File: src/core/cfc_consts.vh
`ifndef CFC_CONSTS_VH
`define CFC_CONSTS_VH
// Register byte addresses.
`define CFC_ADDR_CTRL      12'h000
`define CFC_ADDR_FLAGS     12'h004
`define CFC_ADDR_FLTCON    12'h008
`define CFC_ADDR_MODE      12'h00c
`define CFC_ADDR_TIMER     12'h010
`define CFC_ADDR_FLAG_CLR  12'h014
`define CFC_ADDR_MATCH     12'h018
// Control register fields.
`define CFC_CTRL_ON        15
// Interrupt flag positions.
`define CFC_WAKE_BIT       14
`define CFC_BERR_BIT       13
`define CFC_SERR_BIT       12
`define CFC_ROVF_BIT       11
`define CFC_MODE_BIT       3
`define CFC_TMR_BIT        2
`define CFC_RXP_BIT        1
`define CFC_TXP_BIT        0
// Filter control fields.
`define CFC_ODD_EN         15
`define CFC_ODD_MSEL_HI    14
`define CFC_ODD_MSEL_LO    13
`define CFC_ODD_FSEL_HI    12
`define CFC_ODD_FSEL_LO    8
`define CFC_EVEN_EN        7
`define CFC_EVEN_MSEL_HI   6
`define CFC_EVEN_MSEL_LO   5
`define CFC_EVEN_FSEL_HI   4
`define CFC_EVEN_FSEL_LO   0
`define CFC_HALF_W         8
// Fields inside one eight-bit filter slot.
`define CFC_SLOT_EN        7
`define CFC_SLOT_MSEL_HI   6
`define CFC_SLOT_MSEL_LO   5
`define CFC_SLOT_FSEL_HI   4
`define CFC_SLOT_FSEL_LO   0
// Reset values and widths.
`define CFC_ZERO32         32'h00000000
`define CFC_ZERO16         16'h0000
`define CFC_ZERO8          8'h00
`define CFC_MODE_RST       3'h4
`define CFC_ONE16          16'h0001
`define CFC_ZERO5          5'h00
`define CFC_TMR_MAX        16'hffff
`endif

File: src/core/cfc_top.v
`timescale 1ns/100ps
`default_nettype none
`include "cfc_consts.vh"
// Register map, one aligned word each:
//   0x000 control, bit 15 switches the module on.
//   0x004 flags, read-only; bits 1 and 0 mirror the pending levels.
//   0x008 filter control, odd slot in 15:8, even slot in 7:0.
//   0x00c mode, requested in 2:0 and current in 6:4.
//   0x010 time-stamp timer, sixteen bits, writable.
//   0x014 flag clear, write ones to clear sticky flags.
//   0x018 last route, valid in bit 5 and FIFO number in 4:0.
// Every other offset answers with an error and has no effect.
// The system-error flag ignores software clears on purpose.
module cfc_top
(
  input  wire        clk,
  input  wire        rst_n,
  input  wire        psel,
  input  wire        penable,
  input  wire        pwrite,
  input  wire [11:0] paddr,
  input  wire [31:0] pwdata,
  output wire        pready,
  output reg  [31:0] prdata,
  output wire        pslverr,
  input  wire        wake_event,
  input  wire        bus_error_event,
  input  wire        system_error_event,
  input  wire        receive_overflow_event,
  input  wire        receive_pending,
  input  wire        transmit_pending,
  input  wire        even_hit,
  input  wire [1:0]  even_hit_mask,
  input  wire        odd_hit,
  input  wire [1:0]  odd_hit_mask,
  output reg         route_valid,
  output reg  [4:0]  route_fifo,
  output reg         module_on,
  output reg  [2:0]  current_operating_mode
);
  reg  [15:0] ctrl_q;
  reg  [2:0]  requested_operating_mode_q;
  reg  [15:0] timestamp_timer_q;
  reg         on_prev_q;
  reg         wake_flag_q;
  reg         berr_flag_q;
  reg         serr_flag_q;
  reg         rovf_flag_q;
  reg         mode_flag_q;
  reg         tmr_flag_q;
  reg         rxp_flag_q;
  reg         txp_flag_q;
  wire [15:0] flags_word;
  wire        access;
  wire        wr;
  wire        rd;
  wire        mapped;
  wire        hit_ctrl;
  wire        hit_flags;
  wire        hit_fltcon;
  wire        hit_mode;
  wire        hit_timer;
  wire        hit_clr;
  wire        hit_match;
  wire        wr_ctrl;
  wire        wr_mode;
  wire        wr_timer;
  wire        wr_fltcon;
  wire        wr_clr;
  wire [7:0]  even_ctrl;
  wire [7:0]  odd_ctrl;
  wire        even_route;
  wire        odd_route;
  wire [4:0]  even_fifo;
  wire [4:0]  odd_fifo;
  wire        on_cycle;
  wire        mode_done;
  wire        tmr_wrap;
  wire [15:0] clr_mask;

  // The access phase is a single cycle, so the slave never stretches it.
  assign access = psel && penable;
  assign wr     = access && pwrite;
  assign rd     = access && !pwrite;
  assign pready = 1'b1;

  // One decode line per register keeps the write strobes and the read path aligned.
  assign hit_ctrl   = (paddr == `CFC_ADDR_CTRL);
  assign hit_flags  = (paddr == `CFC_ADDR_FLAGS);
  assign hit_fltcon = (paddr == `CFC_ADDR_FLTCON);
  assign hit_mode   = (paddr == `CFC_ADDR_MODE);
  assign hit_timer  = (paddr == `CFC_ADDR_TIMER);
  assign hit_clr    = (paddr == `CFC_ADDR_FLAG_CLR);
  assign hit_match  = (paddr == `CFC_ADDR_MATCH);

  // Any other offset is answered with an error and changes nothing.
  assign mapped  = hit_ctrl || hit_flags || hit_fltcon || hit_mode ||
                   hit_timer || hit_clr || hit_match;
  assign pslverr = access && !mapped;

  // Write strobes; the flag register itself is read-only, so it has none.
  assign wr_ctrl   = wr && hit_ctrl;
  assign wr_mode   = wr && hit_mode;
  assign wr_timer  = wr && hit_timer;
  assign wr_fltcon = wr && hit_fltcon;
  assign wr_clr    = wr && hit_clr;

  // Module control register; only the enable bit has a meaning in this block.
  always @(posedge clk)
  begin
    if (!rst_n)
      ctrl_q <= `CFC_ZERO16;
    else if (wr_ctrl)
      ctrl_q <= pwdata[15:0];
  end

  // Previous enable, used to spot the off-to-on edge that clears the restricted flag.
  always @(posedge clk)
  begin
    if (!rst_n)
      on_prev_q <= 1'b0;
    else
      on_prev_q <= ctrl_q[`CFC_CTRL_ON];
  end

  // The enable bit is also shown on a pin for the rest of the controller.
  always @(posedge clk)
  begin
    if (!rst_n)
      module_on <= 1'b0;
    else
      module_on <= ctrl_q[`CFC_CTRL_ON];
  end

  // A rising enable after being off counts as one off/on cycle.
  assign on_cycle = ctrl_q[`CFC_CTRL_ON] && !on_prev_q;

  // Requested operating mode, set by software.
  always @(posedge clk)
  begin
    if (!rst_n)
      requested_operating_mode_q <= `CFC_MODE_RST;
    else if (wr_mode)
      requested_operating_mode_q <= pwdata[2:0];
  end

  // Current mode follows the request one clock later.
  always @(posedge clk)
  begin
    if (!rst_n)
      current_operating_mode <= `CFC_MODE_RST;
    else
      current_operating_mode <= requested_operating_mode_q;
  end

  // A difference now means the current mode is updated at the coming edge.
  assign mode_done = (current_operating_mode != requested_operating_mode_q);

  // Time-stamp timer runs while the module is on; a software write takes priority.
  always @(posedge clk)
  begin
    if (!rst_n)
      timestamp_timer_q <= `CFC_ZERO16;
    else if (wr_timer)
      timestamp_timer_q <= pwdata[15:0];
    else if (ctrl_q[`CFC_CTRL_ON])
      timestamp_timer_q <= timestamp_timer_q + `CFC_ONE16;
  end

  // The timer wraps at the edge after it reads all ones.
  assign tmr_wrap = ctrl_q[`CFC_CTRL_ON] && (timestamp_timer_q == `CFC_TMR_MAX);

  // Write-one-to-clear mask; the restricted flag never looks at it.
  assign clr_mask = wr_clr ? pwdata[15:0] : `CFC_ZERO16;

  // Wake-up activity flag; a new event wins over a clear in the same cycle.
  always @(posedge clk)
  begin
    if (!rst_n)
      wake_flag_q <= 1'b0;
    else
      wake_flag_q <= wake_event || (wake_flag_q && !clr_mask[`CFC_WAKE_BIT]);
  end

  // Bus error flag; a new event wins over a clear in the same cycle.
  always @(posedge clk)
  begin
    if (!rst_n)
      berr_flag_q <= 1'b0;
    else
      berr_flag_q <= bus_error_event || (berr_flag_q && !clr_mask[`CFC_BERR_BIT]);
  end

  // System error flag; only an off/on cycle of the module clears it.
  always @(posedge clk)
  begin
    if (!rst_n)
      serr_flag_q <= 1'b0;
    else
      serr_flag_q <= system_error_event || (serr_flag_q && !on_cycle);
  end

  // Receive overflow flag; a new event wins over a clear in the same cycle.
  always @(posedge clk)
  begin
    if (!rst_n)
      rovf_flag_q <= 1'b0;
    else
      rovf_flag_q <= receive_overflow_event || (rovf_flag_q && !clr_mask[`CFC_ROVF_BIT]);
  end

  // Mode change flag, raised as the current mode takes the requested value.
  always @(posedge clk)
  begin
    if (!rst_n)
      mode_flag_q <= 1'b0;
    else
      mode_flag_q <= mode_done || (mode_flag_q && !clr_mask[`CFC_MODE_BIT]);
  end

  // Timer overflow flag; a wrap wins over a clear in the same cycle.
  always @(posedge clk)
  begin
    if (!rst_n)
      tmr_flag_q <= 1'b0;
    else
      tmr_flag_q <= tmr_wrap || (tmr_flag_q && !clr_mask[`CFC_TMR_BIT]);
  end

  // Receive pending level, registered so that reads see a settled value.
  always @(posedge clk)
  begin
    if (!rst_n)
      rxp_flag_q <= 1'b0;
    else
      rxp_flag_q <= receive_pending;
  end

  // Transmit pending level, registered so that reads see a settled value.
  always @(posedge clk)
  begin
    if (!rst_n)
      txp_flag_q <= 1'b0;
    else
      txp_flag_q <= transmit_pending;
  end

  // Flag word; unimplemented bits read as zero.
  assign flags_word = {1'b0, wake_flag_q, berr_flag_q, serr_flag_q, rovf_flag_q, 7'h00,
                       mode_flag_q, tmr_flag_q, rxp_flag_q, txp_flag_q};

  // Even and odd filter slots of the filter control register.
  cfc_filter_slot u_even
  (
    .clk         (clk),
    .rst_n       (rst_n),
    .wr_en       (wr_fltcon),
    .wr_data     (pwdata[`CFC_EVEN_EN:`CFC_EVEN_FSEL_LO]),
    .hit         (even_hit),
    .hit_mask    (even_hit_mask),
    .ctrl        (even_ctrl),
    .route_valid (even_route),
    .route_fifo  (even_fifo)
  );

  cfc_filter_slot u_odd
  (
    .clk         (clk),
    .rst_n       (rst_n),
    .wr_en       (wr_fltcon),
    .wr_data     (pwdata[`CFC_ODD_EN:`CFC_ODD_FSEL_LO]),
    .hit         (odd_hit),
    .hit_mask    (odd_hit_mask),
    .ctrl        (odd_ctrl),
    .route_valid (odd_route),
    .route_fifo  (odd_fifo)
  );

  // Registered routing result; the lower-numbered filter wins.
  always @(posedge clk)
  begin
    if (!rst_n)
    begin
      route_valid <= 1'b0;
      route_fifo  <= `CFC_ZERO5;
    end
    else
    begin
      route_valid <= even_route || odd_route;
      route_fifo  <= even_route ? even_fifo : odd_fifo;
    end
  end

  // Read multiplexer.
  always @*
  begin
    prdata = `CFC_ZERO32;
    if (rd)
    begin
      case (paddr)
        // Control word with the enable bit.
        `CFC_ADDR_CTRL:   prdata = {`CFC_ZERO16, ctrl_q};
        // Interrupt flags as one word.
        `CFC_ADDR_FLAGS:  prdata = {`CFC_ZERO16, flags_word};
        // Both filter slots, odd in the upper byte.
        `CFC_ADDR_FLTCON: prdata = {`CFC_ZERO16, odd_ctrl, even_ctrl};
        // Current and requested modes side by side.
        `CFC_ADDR_MODE:   prdata = {24'h000000, 1'b0, current_operating_mode, 1'b0, requested_operating_mode_q};
        // Running time-stamp value.
        `CFC_ADDR_TIMER:  prdata = {`CFC_ZERO16, timestamp_timer_q};
        // Last routing result.
        `CFC_ADDR_MATCH:  prdata = {26'h0000000, route_valid, route_fifo};
        // The clear register and unmapped offsets read as zero.
        default:          prdata = `CFC_ZERO32;
      endcase
    end
  end
endmodule // cfc_top
`default_nettype wire

File: src/core/cfc_filter_slot.v
`timescale 1ns/100ps
`default_nettype none
`include "cfc_consts.vh"
// One acceptance filter slot: all bits but enable write-protected while enabled, and match routing.
module cfc_filter_slot
(
  input  wire       clk,
  input  wire       rst_n,
  input  wire       wr_en,
  input  wire [7:0] wr_data,
  input  wire       hit,
  input  wire [1:0] hit_mask,
  output wire [7:0] ctrl,
  output wire       route_valid,
  output wire [4:0] route_fifo
);
  reg [7:0] ctrl_q;

  // The other control bits change only while enable is zero; the enable bit itself takes every write.
  always @(posedge clk)
  begin
    if (!rst_n)
      ctrl_q <= `CFC_ZERO8;
    else if (wr_en && !ctrl_q[`CFC_SLOT_EN])
      ctrl_q <= wr_data;
    else if (wr_en)
      ctrl_q[`CFC_SLOT_EN] <= wr_data[`CFC_SLOT_EN];
  end

  assign ctrl = ctrl_q;
  // A disabled filter never routes; the matcher must have used the chosen mask.
  assign route_valid = ctrl_q[`CFC_SLOT_EN] && hit &&
                       (hit_mask == ctrl_q[`CFC_SLOT_MSEL_HI:`CFC_SLOT_MSEL_LO]);
  assign route_fifo  = ctrl_q[`CFC_SLOT_FSEL_HI:`CFC_SLOT_FSEL_LO];
endmodule // cfc_filter_slot
`default_nettype wire

File: config.mk
export PLATFORM = sky130hd
export DESIGN_NAME = cfc_top
export DESIGN_NICKNAME = d
export VERILOG_FILES = /design/src/core/cfc_top.v /design/src/core/cfc_filter_slot.v
export VERILOG_INCLUDE_DIRS = /design/src /design/src/core
export SDC_FILE = /design/constraint.sdc
export NUM_CORES = 1
export LEC_CHECK = 0
export BUFFER_PORTS_ARGS = -buffer_cell sky130_fd_sc_hd__buf_2
export CAP_MARGIN = 10
export CORE_MARGIN = 1
export CORE_UTILIZATION = 53
export CTS_BUF_LIST = sky130_fd_sc_hd__clkbuf_8 sky130_fd_sc_hd__clkbuf_16
export CTS_CLUSTER_DIAMETER = 60
export DETAILED_ROUTE_END_ITERATION = 10
export GPL_ROUTABILITY_DRIVEN = 0
export PLACE_DENSITY = 0.88
export SYNTH_ARGS = -nofsm -noshare
export SYNTH_HDL_FRONTEND = slang
export SYNTH_SLANG_ARGS = --single-unit
export TNS_END_PERCENT = 10
File: constraint.sdc
create_clock -name clk -period 2.9 [get_ports clk]
set_input_delay 0.145 -clock clk [delete_from_list [all_inputs] [get_ports clk]]
set_output_delay 0.145 -clock clk [all_outputs]
set_load 0.01 [all_outputs]
Word level (Yosys, flattened, before mapping) --
Cells that the tools add are included.
Operators by class: equality and inequality tests 10, mux-type cells 10, reductions and logical operators 51, add/subtract/negate cells 1
Operator list (number):
- $pmux 16 s6 | 1
- $mux 16 | 3
- $eq 12x5->1 const B | 3
- $eq 12x4->1 const B | 2
- $logic_and 1x1->1 | 23
- $add 16x1->16 const B | 1
- $eq 16x16->1 const B | 1
- $mux 15 | 1
- $logic_or 1x1->1 | 13
- $eq 12x3->1 const B | 1
- $logic_not 12->1 | 1
- $logic_not 1->1 | 11
- $reduce_bool 2->1 | 3
- $mux 5 | 1
- $eq 2x2->1 | 2
- $mux 1 | 4
- $ne 3x3->1 | 1
Word-level totals: output and inout bits 44, register bits after elaboration 69, logic and storage cells 91, input port bits 61

Longest topological paths before layout --
depth in word-level cells 9, depth in mapped cells 7, gate-level depth less buffers 5

Modules after synthesis --
From an unflattened synthesis, not the netlist that was laid out.
Second synthesis, totals: cell total of the unflattened synthesis 445, area, all modules 3881.2 µm²
Modules (own cells, without submodules):
- cfc_top | seq. area each 1061.0 µm², times used 1, area each 3123.0 µm², cells an instance 375
- cfc_filter_slot | seq. area each 160.2 µm², times used 2, area each 379.1 µm², cells an instance 35

Worst setup path after synthesis --
OpenSTA, ideal clock, no wires.
path type input to register, start point in paddr[6], end point reg timestamp_timer_q[6], setup slack 847 ps, data arrival time 1974 ps, buffers on the path 3, stages on the path 7, setup time 79 ps, data required time 2821 ps, path through or4_4 -> or4_4 -> buf_6 -> or2_1 -> buf_6 -> buf_6 -> a211oi_2
Between the ends: longest elaborated chain between the ends 3, elaborated cells on any way between the ends 4, those cells by class eq/ne: 1; mux: 1; reduce/logical: 2
Ends and longest elaborated chain:
- from (decl) | line cfc_top.v:21 | input wire [11:0] paddr,
- $eq 12x5->1 *
- $logic_and 1x1->1 * | line cfc_top.v:104 | assign wr_timer = wr && hit_timer;
- $mux 16 or $reduce_bool 2->1 (tied branches)
- to (signal assigned) | line cfc_top.v:163 | timestamp_timer_q <= `CFC_ZERO16;
- to (signal assigned) | line cfc_top.v:165 | timestamp_timer_q <= pwdata[15:0];
- to (signal assigned) | line cfc_top.v:167 | timestamp_timer_q <= timestamp_timer_q + `CFC_ONE16;
- to (decl) | line cfc_top.v:43 | reg [15:0] timestamp_timer_q;
Mark *: on every way between the ends. The rest lies on a longest branch, timed or not. A chain may end at the register's enable or synchronous reset.

Worst setup path in the final report --
start point in paddr[6], end point out prdata[7]
Between the ends: longest elaborated chain between the ends 3, elaborated cells on any way between the ends 8, those cells by class eq/ne: 5; mux: 2; reduce/logical: 1
Ends and longest elaborated chain:
- $eq 12x5->1 (tied with other cells) | line cfc_top.v:300 | case (paddr)
- $pmux 16 s6 * | line cfc_top.v:300
- $mux 16 * | line cfc_top.v:298 | if (rd)
- to (decl) | line cfc_top.v:24 | output reg [31:0] prdata,
Marked as above.

==> impl_metrics.tcl <==
set metrics [dict create \
    outcome "complete, no violations" \
    synth_top_area_frac 0.360 \
    dpl_worst_slack_ns 0.562 \
    period_share 0.820 \
    nets 575 \
    worst_slack_ns 0.521 \
    final_area_um2 4440 \
    avgSynthCellArea_um2 8.38 \
    drive_above_1_share 0.220 \
    ys_seq_elements 69 \
    tightest_slew_ns 0.917 \
    synth_cell_types 44 \
    wirelength_mm 11.4 \
    drc 0 \
    r2r_start "ctrl_q[15]" \
    grt_start_max_net_pins 46 \
    dp.cells 596 \
    synth_cells 458 \
    synthTopCellsByArea "dfxtp_1 (36%), nand4b_1 (6.8%), a21oi_1 (6.8%), o21ai_0 (5.3%), mux2i_1 (4.2%)" \
    ys_warn_count 0 \
    hold_viol_final 0 \
    critPathLaunch "paddr[6]" \
    power.total_mw 2.09 \
    yosys.area_share.simple 0.218 \
    synth_common_cells "dfxtp_1 (69), a21oi_1 (52), o21ai_0 (41)" \
    antenna_found_initial 0 \
    slew_headroom 0.389 \
    post-dp-hpwl_mm 7.87 \
    core-area_um2 6910 \
    die_area_um2 7580 \
    slew_viol_final 0 \
    synth_xor_area_frac 0.0456 \
    synth.yosys.seq_area_share 0.360 \
    cts.sinks 69 \
    die_height_um 87.1 \
    final_antenna_net_count 0 \
    worst_clock_skew_ns 0.0136 \
    grt_pass1_vias 3656 \
    end_kind "primary output" \
    fmax_mhz 420 \
    p_per_area_nw_per_um2 470 \
    n_antenna_cell 0 \
    vias 3885 \
    post-route-min-period_ns 2.38 \
    viasPerCell 6.33 \
    setup-tns-final_ns 0 \
    syn_area_um2 3840 \
    pin_count 105 \
    crit_path_max_fanout 9 \
    layout-area-overhead-vs-synth_pct 15.7 \
    rows 30 \
    cp_data_required_time_ns 2.76 \
    synth.most_common_cell "dfxtp_1" \
    clkLatencyLatePin_ns 0.36 \
    synthFlopType "dfxtp_1" \
    ir_drop_v 0.000347 \
    numPortBuffers 71 \
    wire_per_inst_um 18.6 \
    n_fill_cell 591 \
    synth_top_family_by_area "simple AND/OR/NAND/NOR gates" \
    cp.arrival_ns 2.23 \
    track_usage 0.313 \
    place_area_um2 4170 \
    async_flop_share 0 \
    drv_cap 0 \
    grt_pass1_wl_mm 18.0 \
    clkSlewWorstSetupHoldPaths_ns 0.08 \
    final_cells 614 \
    start_util 0.556 \
    synthMuxAreaShare 0.0769 \
    rsz0062_at_grt "false" \
    synthAdderAreaFrac 0.00326 \
    die_w_um 87.1 \
    worst_hold_path_type "in -> reg" \
    htreeDepth 3 \
    synth_edf_count 0 \
    leakage_nw 1.58 \
    clockBufferDepth 2 \
    post_cts_resized 0 \
    root_buffer "clkbuf_8" \
    utilization 0.643 \
    synth_area_leader_cell "dfxtp_1" \
    drt_iter0_markers 362 \
    hold_slack_ns 0.00691 \
    start_kind "primary input" \
    synth-compound-area-share 0.210 \
    dr.pass1.iters 5 \
    cts_tree "yes" \
    finalSetupViolations 0 \
    grt_overflow 0 \
    cts_made_buffers 9 \
    hold_path.startpoint "system_error_event" \
    crit_type "in -> out" \
]
-- metal layers --
layer / share of wire / vias up / track usage
li1: - / 1756 / -
met1: 0.39 / 1805 / 0.378
met2: 0.47 / 275 / 0.514
met3: 0.11 / 49 / 0.0806
met4: 0.039 / 0 / 0.164
met5: 0 / - / 0
-- cell usage in the layout, fill, tap and decap left out, types with 7 or more instances in the layout --
master,count
mux2i_1,16
dfxtp_1,69
nand3_1,14
buf_4,11
conb_1,17
o21ai_0,41
a21oi_1,52
nand2_1,17
nor2_1,29
xor2_1,8
o31ai_1,8
nand4b_1,30
a22oi_1,10
xnor2_1,12
nor3_1,17
clkbuf_8,9
buf_2,71
inv_1,7
-- flip-flops by register name, summed over array words and instances (netlist names) --
| signal | flops |
|---|---|
| u_odd.ctrl | 8 |
| route_fifo | 5 |
| timestamp_timer_q | 16 |
| berr_flag_q | 1 |
| u_even.ctrl | 8 |
| module_on | 1 |
| current_operating_mode | 3 |
| rovf_flag_q | 1 |
| tmr_flag_q | 1 |
| route_valid | 1 |
| wake_flag_q | 1 |
| mode_flag_q | 1 |
| ctrl_q | 16 |
| serr_flag_q | 1 |
| rxp_flag_q | 1 |
| requested_operating_mode_q | 3 |
| txp_flag_q | 1 |
-- worst max-delay path, cell delays in order --
cell and delay [ns]:
buf_2 0.10, or4_4 0.56, or4_1 0.76, nand2b_1 0.35, nor2_1 0.17, buf_2 0.15
-- timing repair --
item,in CTS,in global routing
buffers inserted,0,0
hold buffers,2,0
endpoints found under the hold margin,2,0
-- final timing paths --
path	to	slack, ns	cells after the start
worst max-delay path	prdata[7]	0.52	6
worst min-delay path	serr_flag_q	0.007	3
worst max register to register	timestamp_timer_q[15]	0.96	5
worst min register to register	tmr_flag_q	0.47	2
-- kinds of logic (layout without fill, tap and decap cells) --
logic type / after synthesis / in the layout
and+or+nand+nor: 142 / 142
DFF: 69 / 69
buffers and inverters: 63 / 108
muxes: 25 / 25
xor gates and xnor gates: 20 / 20
adders and majority gates: 1 / 1
other: 2 / 17
AOI/OAI and AO/OA: 136 / 136
-- layout make-up --
class,instances,area [µm²],share of cell area
clock inverter,7,121,0.0273
clock buffer,9,124,0.0279
timing repair buffer,84,458,0.103
inverter,8,30.0,0.00677
tap,96,120,0.0271
multi-input combinational,341,2200,0.496
sequential,69,1380,0.311
-- where the power goes --
group	leakage, nW	switching, mW	internal [mW]
sequential	0.557	0.00234	0.952
combinational	0.896	0.112	0.0537
clock	0.124	0.391	0.575
total	1.58	0.505	1.58
No activity file was read; power rests on OpenSTA's default activity.
